[src/move_exec_pkg.sv]
// Shared constants, register map and phase encoding for the move executor
package move_exec_pkg;

    // ------------------------------------------------------------------
    // Instruction word layout
    // ------------------------------------------------------------------
    localparam int unsigned INSTR_W      = 14;
    localparam int unsigned DATA_W       = 8;
    localparam int unsigned FADDR_W      = 7;
    localparam int unsigned FILE_DEPTH   = 128;
    localparam int unsigned DEST_BIT     = 7;
    localparam logic [5:0]  COPY_PATTERN  = 6'h08;
    localparam logic [6:0]  STORE_PATTERN = 7'h01;
    localparam logic [3:0]  LOAD_PATTERN  = 4'hC;

    // ------------------------------------------------------------------
    // Register map (byte addresses) and field positions
    // ------------------------------------------------------------------
    localparam logic [31:0] OFS_INSTR    = 32'h0000_0000;
    localparam logic [31:0] OFS_ACC      = 32'h0000_0004;
    localparam logic [31:0] OFS_STATUS   = 32'h0000_0008;
    localparam logic [31:0] OFS_FPTR     = 32'h0000_000C;
    localparam logic [31:0] OFS_FDATA    = 32'h0000_0010;
    localparam int unsigned ZERO_BIT     = 0;
    localparam int unsigned BUSY_BIT     = 1;
    localparam int unsigned UNSUP_BIT    = 2;

    // ------------------------------------------------------------------
    // Reset values
    // ------------------------------------------------------------------
    localparam logic [13:0] RST_INSTR    = 14'h0000;
    localparam logic [7:0]  RST_ACC      = 8'h00;
    localparam logic        RST_ZERO     = 1'b0;
    localparam logic [6:0]  RST_FPTR     = 7'h00;

    // ------------------------------------------------------------------
    // Execution phases, one-hot
    // ------------------------------------------------------------------
    typedef enum logic [4:0] {
        PH_IDLE = 5'h01,
        PH_Q1   = 5'h02,
        PH_Q2   = 5'h04,
        PH_Q3   = 5'h08,
        PH_Q4   = 5'h10
    } phase_t;

endpackage

[src/decode_if.sv]
// Carrier between the executor core and its instruction decoder
`timescale 1ns/1ps
interface decode_if;
    logic [13:0] instr;
    logic        is_copy;
    logic        is_store;
    logic        is_load;
    logic        to_file;
    logic [6:0]  faddr;
    logic [7:0]  literal;
    logic        valid;

    modport core (
        output instr,
        input  is_copy, is_store, is_load, to_file, faddr, literal, valid
    );
    modport decoder (
        input  instr,
        output is_copy, is_store, is_load, to_file, faddr, literal, valid
    );
endinterface

[src/move_decoder.sv]
// Instruction decoder for the three data-move operations
`timescale 1ns/1ps
module move_decoder (
    decode_if.decoder dec
);

    // --------------------------------------------------------------
    // Opcode match and operand extraction
    // --------------------------------------------------------------
    // Copy: 00 1000 d fffffff
    assign dec.is_copy  = (dec.instr[13:8] == move_exec_pkg::COPY_PATTERN);
    // Store: 00 0000 1 fffffff
    assign dec.is_store = (dec.instr[13:7] == move_exec_pkg::STORE_PATTERN);
    // Load: 11 00xx kkkkkkkk, bits 9:8 ignored
    assign dec.is_load  = (dec.instr[13:10] == move_exec_pkg::LOAD_PATTERN);
    assign dec.to_file  = dec.instr[move_exec_pkg::DEST_BIT];
    assign dec.faddr    = dec.instr[6:0];
    assign dec.literal  = dec.instr[7:0];
    assign dec.valid    = dec.is_copy | dec.is_store | dec.is_load;

endmodule

[src/move_instruction_exec.sv]
// Move-instruction executor with file registers behind an AHB-Lite slave
//
// The implementer's own choices: register access over AHB-Lite and the register offsets.
`timescale 1ns/1ps

module move_instruction_exec (
    input  wire logic        SYS_CLK_IN,
    input  wire logic        ARST_N_IN,
    input  wire logic        HSEL_IN,
    input  wire logic [31:0] HADDR_IN,
    input  wire logic [1:0]  HTRANS_IN,
    input  wire logic        HWRITE_IN,
    input  wire logic [2:0]  HSIZE_IN,
    input  wire logic [31:0] HWDATA_IN,
    input  wire logic        HREADY_IN,
    output logic      [31:0] HRDATA_OUT,
    output logic             HREADYOUT_OUT,
    output logic             HRESP_OUT,
    output logic      [7:0]  ACC_OUT,
    output logic             ZERO_FLAG_OUT,
    output logic             BUSY_OUT
);

    // ------------------------------------------------------------------
    // Helpers
    // ------------------------------------------------------------------

    // Word-aligned offset inside the map; upper address bits must be zero
    function automatic logic is_reg(input logic [31:0] addr,
                                    input logic [31:0] ofs);
        is_reg = (addr[31:2] == ofs[31:2]);
    endfunction

    // Zero detect on a data byte
    function automatic logic is_null(input logic [7:0] value);
        is_null = (value == 8'h00);
    endfunction

    // ------------------------------------------------------------------
    // Declarations
    // ------------------------------------------------------------------
    decode_if dec ();

    move_exec_pkg::phase_t phase_q, phase_d;
    logic [13:0] instr_q,   instr_d;
    logic [7:0]  acc_q,     acc_d;
    logic        zero_q,    zero_d;
    logic        unsup_q,   unsup_d;
    logic [6:0]  fptr_q,    fptr_d;
    logic [7:0]  operand_q, operand_d;
    logic        null_q,    null_d;
    logic        busy_q,    busy_d;

    logic [31:0] addr_q,    addr_d;
    logic        write_q,   write_d;
    logic        pend_q,    pend_d;
    logic        ready_q,   ready_d;
    logic [31:0] rdata_q,   rdata_d;
    logic        resp_q;

    logic [7:0]  file_mem [move_exec_pkg::FILE_DEPTH];
    logic        mem_we;
    logic [6:0]  mem_waddr;
    logic [7:0]  mem_wdata;

    logic        capture;
    logic        access;
    logic        wr_stb;

    // ------------------------------------------------------------------
    // Decoder
    // ------------------------------------------------------------------
    assign dec.instr = instr_q;

    move_decoder u_decoder (
        .dec (dec.decoder)
    );

    // ------------------------------------------------------------------
    // Bus slave
    // ------------------------------------------------------------------

    // Address phase accepted only for NONSEQ or SEQ while bus is ready
    assign capture = HSEL_IN & HREADY_IN & HTRANS_IN[1];
    // Data phase waits while an instruction runs, so no bus access can
    // collide with the core writing the same state
    assign access  = pend_q & (phase_q == move_exec_pkg::PH_IDLE);
    assign wr_stb  = access & write_q;

    // Next values of the bus-side state
    always_comb begin
        addr_d  = addr_q;
        write_d = write_q;
        pend_d  = pend_q;
        ready_d = ready_q;
        rdata_d = rdata_q;
        if (access) begin
            pend_d  = 1'b0;
            ready_d = 1'b1;
            if (!write_q) begin
                rdata_d = 32'h0000_0000;
                if (is_reg(addr_q, move_exec_pkg::OFS_INSTR)) begin
                    rdata_d[13:0] = instr_q;
                end else if (is_reg(addr_q, move_exec_pkg::OFS_ACC)) begin
                    rdata_d[7:0] = acc_q;
                end else if (is_reg(addr_q, move_exec_pkg::OFS_STATUS)) begin
                    rdata_d[move_exec_pkg::ZERO_BIT]  = zero_q;
                    rdata_d[move_exec_pkg::UNSUP_BIT] = unsup_q;
                end else if (is_reg(addr_q, move_exec_pkg::OFS_FPTR)) begin
                    rdata_d[6:0] = fptr_q;
                end else if (is_reg(addr_q, move_exec_pkg::OFS_FDATA)) begin
                    rdata_d[7:0] = file_mem[fptr_q];
                end
            end
        end
        // One wait state minimum keeps HREADYOUT a plain flip-flop
        if (capture) begin
            addr_d  = HADDR_IN;
            write_d = HWRITE_IN;
            pend_d  = 1'b1;
            ready_d = 1'b0;
        end
    end

    // Registers of the bus-side state
    always_ff @(posedge SYS_CLK_IN or negedge ARST_N_IN) begin
        if (!ARST_N_IN) begin
            addr_q  <= 32'h0000_0000;
            write_q <= 1'b0;
            pend_q  <= 1'b0;
            ready_q <= 1'b1;
            rdata_q <= 32'h0000_0000;
            resp_q  <= 1'b0;
        end else begin
            addr_q  <= addr_d;
            write_q <= write_d;
            pend_q  <= pend_d;
            ready_q <= ready_d;
            rdata_q <= rdata_d;
            resp_q  <= 1'b0;      // Always OKAY
        end
    end

    // ------------------------------------------------------------------
    // Execution core
    // ------------------------------------------------------------------

    // Four phases: decode, read, process, write to destination
    always_comb begin
        phase_d   = phase_q;
        instr_d   = instr_q;
        acc_d     = acc_q;
        zero_d    = zero_q;
        unsup_d   = unsup_q;
        fptr_d    = fptr_q;
        operand_d = operand_q;
        null_d    = null_q;
        mem_we    = 1'b0;
        mem_waddr = fptr_q;
        mem_wdata = HWDATA_IN[7:0];
        unique case (phase_q)
            move_exec_pkg::PH_IDLE: begin
                if (wr_stb) begin
                    if (is_reg(addr_q, move_exec_pkg::OFS_INSTR)) begin
                        instr_d = HWDATA_IN[13:0];
                        phase_d = move_exec_pkg::PH_Q1;
                    end else if (is_reg(addr_q, move_exec_pkg::OFS_ACC)) begin
                        acc_d = HWDATA_IN[7:0];
                    end else if (is_reg(addr_q,
                                        move_exec_pkg::OFS_STATUS)) begin
                        zero_d = HWDATA_IN[move_exec_pkg::ZERO_BIT];
                        // Write one to clear the sticky unsupported bit
                        if (HWDATA_IN[move_exec_pkg::UNSUP_BIT]) begin
                            unsup_d = 1'b0;
                        end
                    end else if (is_reg(addr_q, move_exec_pkg::OFS_FPTR)) begin
                        fptr_d = HWDATA_IN[6:0];
                    end else if (is_reg(addr_q,
                                        move_exec_pkg::OFS_FDATA)) begin
                        mem_we = 1'b1;
                    end
                end
            end
            move_exec_pkg::PH_Q1: begin
                // Other opcodes run as no-operation and are flagged
                if (!dec.valid) begin
                    unsup_d = 1'b1;
                end
                phase_d = move_exec_pkg::PH_Q2;
            end
            move_exec_pkg::PH_Q2: begin
                if (dec.is_copy) begin
                    operand_d = file_mem[dec.faddr];
                end else if (dec.is_store) begin
                    operand_d = acc_q;
                end else begin
                    operand_d = dec.literal;
                end
                phase_d = move_exec_pkg::PH_Q3;
            end
            move_exec_pkg::PH_Q3: begin
                null_d  = is_null(operand_q);
                phase_d = move_exec_pkg::PH_Q4;
            end
            move_exec_pkg::PH_Q4: begin
                mem_waddr = dec.faddr;
                mem_wdata = operand_q;
                if (dec.is_copy) begin
                    zero_d = null_q;
                    if (dec.to_file) begin
                        mem_we = 1'b1;
                    end else begin
                        acc_d = operand_q;
                    end
                end else if (dec.is_store) begin
                    mem_we = 1'b1;
                end else if (dec.is_load) begin
                    acc_d = operand_q;
                end
                phase_d = move_exec_pkg::PH_IDLE;
            end
            default: begin
                phase_d = move_exec_pkg::PH_IDLE;
            end
        endcase
        // Registered so the busy pin comes straight from a flip-flop
        busy_d = (phase_d != move_exec_pkg::PH_IDLE);
    end

    // Registers of the execution core
    always_ff @(posedge SYS_CLK_IN or negedge ARST_N_IN) begin
        if (!ARST_N_IN) begin
            phase_q   <= move_exec_pkg::PH_IDLE;
            instr_q   <= move_exec_pkg::RST_INSTR;
            acc_q     <= move_exec_pkg::RST_ACC;
            zero_q    <= move_exec_pkg::RST_ZERO;
            unsup_q   <= 1'b0;
            fptr_q    <= move_exec_pkg::RST_FPTR;
            operand_q <= 8'h00;
            null_q    <= 1'b0;
            busy_q    <= 1'b0;
        end else begin
            phase_q   <= phase_d;
            instr_q   <= instr_d;
            acc_q     <= acc_d;
            zero_q    <= zero_d;
            unsup_q   <= unsup_d;
            fptr_q    <= fptr_d;
            operand_q <= operand_d;
            null_q    <= null_d;
            busy_q    <= busy_d;
        end
    end

    // File registers; contents undefined after reset, as in a real SRAM
    always_ff @(posedge SYS_CLK_IN) begin
        if (mem_we) begin
            file_mem[mem_waddr] <= mem_wdata;
        end
    end

    // ------------------------------------------------------------------
    // Outputs
    // ------------------------------------------------------------------
    assign HRDATA_OUT    = rdata_q;
    assign HREADYOUT_OUT = ready_q;
    assign HRESP_OUT     = resp_q;
    assign ACC_OUT       = acc_q;
    assign ZERO_FLAG_OUT = zero_q;
    assign BUSY_OUT      = busy_q;

endmodule

[config.mk]
export PLATFORM = sky130hd
export DESIGN_NAME = move_instruction_exec
export DESIGN_NICKNAME = d
export VERILOG_FILES = /design/src/move_exec_pkg.sv /design/src/decode_if.sv /design/src/move_decoder.sv /design/src/move_instruction_exec.sv
export SDC_FILE = /design/constraint.sdc
export NUM_CORES = 1
export LEC_CHECK = 0
export BUFFER_PORTS_ARGS = -buffer_cell sky130_fd_sc_hd__buf_2
export CORE_ASPECT_RATIO = 2
export CORE_MARGIN = 1
export CORE_UTILIZATION = 25
export CTS_CLUSTER_SIZE = 10
export DETAILED_ROUTE_END_ITERATION = 10
export PLACE_DENSITY_LB_ADDON = 0.1
export SYNTH_ARGS = -nofsm -noshare
export SYNTH_HDL_FRONTEND = slang
export SYNTH_SLANG_ARGS = --single-unit
[constraint.sdc]
create_clock -name SYS_CLK_IN -period 13.6 [get_ports SYS_CLK_IN]
set_input_delay 1.36 -clock SYS_CLK_IN [delete_from_list [all_inputs] [get_ports SYS_CLK_IN]]
set_output_delay 1.36 -clock SYS_CLK_IN [all_outputs]
set_load 0.01 [all_outputs]
# After elaboration in Yosys (flattened, before gate mapping)
# Memories as Yosys holds them, arrays and structs flattened.
# Cells that the tools add are included.
[word_totals] register_bits=95 mem_bits_rw=1024 in_bits=74 memories=1
[op_classes] n_eq_ne=24 n_mux=54 bitwise=10 n_reduce_logical=11
[memory_table] memory="file_mem" words=128 width=8 rd=2 rd_ports_with_merged_regs=0 wr=1 line_no="move_instruction_exec.sv:61" text="logic [7:0] file_mem [move_exec_pkg::FILE_DEPTH];"
[op_table] operator="8-bit 2-to-1 mux" n=13
[op_table] operator="30-bit by 2-bit equality test with 1-bit output, second input constant" n=2
[op_table] operator="30-bit by 1-bit equality test with 1-bit output, second input constant" n=1
[op_table] operator="30-bit by 3-bit equality test with 1-bit output, second input constant" n=1
[op_table] operator="30-bit zero test" n=1
[op_table] operator="1-bit 2-to-1 mux" n=30
[op_table] operator="5-bit case mux with 4 select lines" n=1
[op_table] operator="8-bit case mux with 2 select lines" n=1
[op_table] operator="5-bit 2-to-1 mux" n=3
[op_table] operator="7-bit 2-to-1 mux" n=2
[op_table] operator="7-bit AND reduction" n=2
[op_table] operator="6-bit AND reduction" n=2
[op_table] operator="2-bit != test, second input constant" n=5
[op_table] operator="8-bit zero test" n=1
[op_table] operator="7-bit by 1-bit equality test with 1-bit output, second input constant" n=1
[op_table] operator="6-bit by 4-bit equality test with 1-bit output, second input constant" n=1
[op_table] operator="6-bit 2-to-1 mux" n=1
[op_table] operator="2-bit by 1-bit != test with 1-bit output, second input constant" n=3
[op_table] operator="1-bit case mux with 2 select lines" n=3
[op_table] operator="2-bit nonzero test" n=3
[op_table] operator="5-bit by 1-bit equality test with 1-bit output, second input constant" n=1
[op_table] operator="5-bit by 2-bit equality test with 1-bit output, second input constant" n=1
[op_table] operator="5-bit by 3-bit equality test with 1-bit output, second input constant" n=1
[op_table] operator="5-bit by 4-bit equality test with 1-bit output, second input constant" n=1
[op_table] operator="11 further kinds" n=18

# Depth between registers and ports, before layout
[logic_depth] word_depth=10 ltp_mapped=12 mapped_depth_nobuf=6

# By module
# From an unflattened synthesis, not the netlist that was laid out.
[hier_totals] cells_unflattened=2866 area_unflattened_um2=52374.0
[by_module_without_submodules] mod="move_instruction_exec" n_inst=1 cells_per_inst=2843 area_per_inst_um2=52188.8 seq_area_each_um2=33079.2
[by_module_without_submodules] mod="move_decoder" n_inst=1 cells_per_inst=23 area_per_inst_um2=185.2 seq_area_each_um2=0.0

# Worst setup path after synthesis
# No wires, ideal clock.
[synth_path] kind="reg-to-reg" startpoint="register phase_q[1]" endpoint="memory file_mem[0][0] (data pin)" setup_time_ns=1.205 arrival_time_ns=6.465 slack_ns=5.929 stages_incl_launch_ff=7 path_buffers=3 synth_period_minus_slack_ns=7.671 cell_sequence="dfrtp_1 -> nor4_1 -> nand2_1 -> clkbuf_1 -> clkbuf_1 -> buf_1 -> o21ai_0"
[synth_between] elab_chain_cells=2
[synth_rtl] element="from (decl)" line_no="move_instruction_exec.sv:44" text="move_exec_pkg::phase_t phase_q, phase_d;"
[synth_rtl] element="from (signal assigned)" line_no="move_instruction_exec.sv:233" text="phase_q <= move_exec_pkg::PH_IDLE;"
[synth_rtl] element="from (signal assigned)" line_no="move_instruction_exec.sv:243" text="phase_q <= phase_d;"
[synth_rtl] element="5-bit equality test" line_no="move_instruction_exec.sv:161" text="unique case (phase_q)"
[synth_rtl] element="8-bit 2-to-1 mux" line_no="move_instruction_exec.sv:161"
[synth_rtl] element="to (decl)" line_no="move_instruction_exec.sv:61"
# Every way passes these cells.

# Worst setup path in the final report
[layout_path] startpoint="register instr_q[1] (netlist: dec.instr[1])" endpoint="memory file_mem[27][4], enable pin"
[layout_between] elab_chain_cells=1
[layout_rtl] element="from (decl)" line_no="move_instruction_exec.sv:45" text="logic [13:0] instr_q, instr_d;"
[layout_rtl] element="from (signal assigned)" line_no="move_instruction_exec.sv:234" text="instr_q <= move_exec_pkg::RST_INSTR;"
[layout_rtl] element="from (signal assigned)" line_no="move_instruction_exec.sv:244" text="instr_q <= instr_d;"
[layout_rtl] element="7-bit 2-to-1 mux" line_no="move_instruction_exec.sv:161"
# Every way passes these cells.

==> impl_metrics.csv <==
group,metric,value,unit
status,outcome,"completed",
critical_path,crit_path_cell_trace,"buf_12 -> buf_4 -> nor2b_1 -> mux2i_1 -> nor2_1 -> nand2_2 -> nor2_1",
drt,drc_errors,0,
critical_path,end_kind,"flip-flop",
global_route,grt_pass1_vias,32400,
drt,ant_nets,0,
cts,h-tree-depth,4,
power,cellLeakagePower,18.2,nW
place,dp_slack,8.57,ns
cells_and_area,layout.nets,3059,
floorplanning,start_util,25.1,%
global_route,grt_max_degree,101,
job,drv_cap,0,
drt,drtPass1Iterations,5,
cts,clock_latency,0.80,ns
logic_synthesis,synth_simple_gate_area_share,3.99,%
timing,slew_violations,0,
global_route,grt_usage,19.4,%
logic_synthesis,synthMuxAreaShare,25.2,%
logic_synthesis,synth_flop_cell,"edfxtp_1",
cts,tritoncts,"yes",
drt,vias,30100,
logic_synthesis,synth_xor_area_share,0,%
drt,wire_per_inst,35.9,um
critical_path,cp_slowest_cell,"nor2_1",
timing,hold_slack,0.489,ns
hold_path,hold_class,"in -> async",
floorplanning,dieWidth,327,um
timing,hold_viol,0,
critical_path,cp_data_arrival_time,5.42,ns
critical_path,r2r_start,"dec.instr[1]$_DFFE_PN0P_",
timing,maxSlewHeadroom,16.1,%
logic_synthesis,syn_area,52700,um^2
cts,cts_num_sinks,1117,
logic_synthesis,syn_inst,2902,
cells_and_area,syn_to_final_growth,13.4,%
timing,period_share,36.9,%
power,power,7.52,mW
timing,tightest_slew,1.25,ns
logic_synthesis,ys_ff_latch,1117,
floorplanning,core,210000,um^2
place,gp_congestion,0.845,
global_route,grt_use_met3,2.63,%
drt,drt_iter0_drc,2361,
timing,rsz0062_at_grt,"false",
timing,finalSetupTns,0,ns
global_route,gr-total-overflow,0,
logic_synthesis,synth_edf_count,1024,
floorplanning,rows,238,
timing,period_minus_slack,5.02,ns
timing,fmax,199,MHz
power,p_per_area,126,nW/um^2
place,hpwl,139000,um
global_route,grt_use_met1,20.3,%
drt,via_per_inst,5.21,
critical_path,cp_common_cell,"nor2_1",
logic_synthesis,synth_adder_area_share,0,%
logic_synthesis,ys_seq_area_share,62.8,%
floorplanning,chipHeight,651,um
critical_path,cp.required,14.00,ns
critical_path,crit_fanout,71,
place,portBuffers,74,
logic_synthesis,synth_cell_types,70,
cts,clk_pin_slew_worst_paths,0.06,ns
logic_synthesis,syn_area_per_cell,18.2,um^2
drt,routed_wl,207000,um
timing,finClkSkew,0.0351,ns
floorplanning,io_pins,118,
global_route,grt_pass1_wl,283000,um
critical_path,start_kind,"flip-flop",
cts,hold_buffers,0,
cts,cts.path.max_buffers,4,
global_route,global_route.peak_usage_layer,"met2",
cts,cts_buffers,139,
logic_synthesis,synth_top_family_by_area,"multiplexers",
global_route,antenna_found_initial,10,
cts,clockRootBuffer,"clkbuf_16",
cts,post-cts-setup-buffers,0,
floorplanning,die_area,213000,um^2
critical_path,worst_path_largest_cell_delay,1.19,ns
logic_synthesis,synth-compound-area-share,5.07,%
critical_path,critPathKind,"reg -> reg",
timing,finalWorstSetupSlack,8.58,ns
global_route,met2_usage,36.1,%
critical_path,startpoint,"dec.instr[1]$_DFFE_PN0P_",
logic_synthesis,synth_warnings,0,
cts,cts_resized,0,
logic_synthesis,async_flop_share,8.33,%
power,vdd_drop_max,0.0769,mV
cells_and_area,drive_gt1_share,30.8,%
timing,finalSetupViolCount,0,
==> Yosys cell counts (5+ instances only) <==
cell | number | area [um^2]
a32o_1 | 7 | 70.1
edfxtp_1 | 1024 | 30700
buf_1 | 26 | 97.6
o221ai_1 | 15 | 131
mux2_2 | 78 | 878
nand2_1 | 72 | 270
o2bb2ai_1 | 7 | 61.3
a221oi_1 | 11 | 96.3
o21a_1 | 9 | 67.6
o211ai_1 | 5 | 37.5
nor2_1 | 167 | 627
buf_6 | 30 | 338
nor2b_1 | 19 | 119
o22ai_1 | 35 | 219
mux4_1 | 7 | 184
a31oi_1 | 5 | 31.3
a221o_1 | 7 | 70.1
buf_2 | 62 | 310
nand4_1 | 13 | 81.3
mux4_2 | 470 | 10600
nor3_1 | 32 | 160
buf_4 | 48 | 360
nand3_1 | 29 | 145
dfrtp_1 | 91 | 2280
or4_1 | 8 | 60.1
mux2_1 | 8 | 90.1
a211oi_1 | 10 | 75.1
o21ai_0 | 44 | 220
or2_2 | 12 | 75.1
a22o_1 | 25 | 219
and3_1 | 7 | 43.8
nand3b_1 | 11 | 82.6
nor4_1 | 21 | 131
or3b_2 | 7 | 61.3
or3_1 | 6 | 37.5
clkbuf_1 | 79 | 297
a21oi_1 | 49 | 245
inv_1 | 8 | 30.0
o21ai_1 | 8 | 40.0
nand2b_1 | 11 | 68.8
mux2i_1 | 147 | 1470
a22oi_1 | 115 | 863
and2_1 | 9 | 56.3
==> routing by layer <==
metal  share of wire [%]  wire length, um
met2                  54           112000
met1                  34            71200
met4                 7.3            15000
met3                 4.1             8480
met5               0.013               27
==> flip-flops by register name (all words and copies together), names as in the netlist, 5 cells and up <==
name and count:
HRDATA_OUT 14, fptr_q 7, file_mem 1024, phase_q 5, dec.instr 14, operand_q 8, addr_q 30, ACC_OUT 8
==> per-stage QoR <==
step	area [um^2]	utilization, %	instances
global placement	56100	26.7	5604
CTS	59700	28.5	5772
floorplan	52800	-	2920
detailed placement	56100	26.7	5604
finish	59800	28.5	5776
global route	59700	28.5	5773
==> critical path: cells and delay by family, from the launching register on <==
kind / cells / cell delay, ns
mux: 1 / 0.23
simple gates: 4 / 2.20
flops: 1 / 0.77
buf+inv: 2 / 1.16
==> power breakdown <==
| part | switching, mW | internal (mW) |
|---|---|---|
| combinational | 0.276 | 0.142 |
| sequential | 0.0273 | 3.77 |
| clock | 1.43 | 1.87 |
| total | 1.74 | 5.79 |
==> kinds of logic (layout without fill, tap and decap cells) <==
kind of cell	count (synthesis)	after routing
compound gates	376	376
buf+inv	260	352
flops	1117	1117
mux	714	714
other cells	1	23
simple gates	434	434
==> path summary, 6_finish.rpt <==
| check | endpoint | slack [ns] | cells after the start |
|---|---|---|---|
| min in group SYS_CLK_IN | HRDATA_OUT[11]$_DFFE_PN0P_ | 0.49 | 2 |
| worst max-delay path | file_mem[27][4]$_DFFE_PP_ | 8.58 | 7 |
| worst min-delay path | fptr_q[0]$_DFFE_PN0P_ | 0.49 | 1 |
| max in group asynchronous | dec.instr[10]$_DFFE_PN0P_ | 11.87 | 2 |
| worst min register to register | HRDATA_OUT[11]$_DFFE_PN0P_ | 0.49 | 2 |
| worst max register to register | file_mem[27][4]$_DFFE_PP_ | 8.58 | 7 |
==> cell usage in the layout, fill, tap and decap left out, types with 12 or more instances in the layout <==
cell type	synthesis	layout
mux2_2	78	71
nor4_1	21	21
clkbuf_1	79	18
nor2b_1	19	15
o21ai_0	44	43
a22oi_1	115	115
o22ai_1	35	35
edfxtp_1	1024	1024
mux2i_1	147	147
a21oi_1	49	49
mux4_2	470	470
o221ai_1	15	15
buf_2	62	73
nand3_1	29	29
nand4_1	13	13
dfrtp_1	91	83
buf_4	48	97
or2_2	12	12
nand2_1	72	63
nor3_1	32	26
a22o_1	25	25
clkbuf_16	0	143
nor2_1	167	164
conb_1	1	19
==> final cells by class <==
cell class	instances	area, um^2
Inverter	9	33.8
Sequential cell	1117	33100
Clock inverter	6	28.8
Tap cell	2760	3450
Timing Repair Buffer	175	1190
Antenna cell	4	10.0
Multi-Input combinational cell	1543	18300
Clock buffer	162	3660
Fill cell	20800	150000
Note: power is estimated with default switching activity, not from simulation.
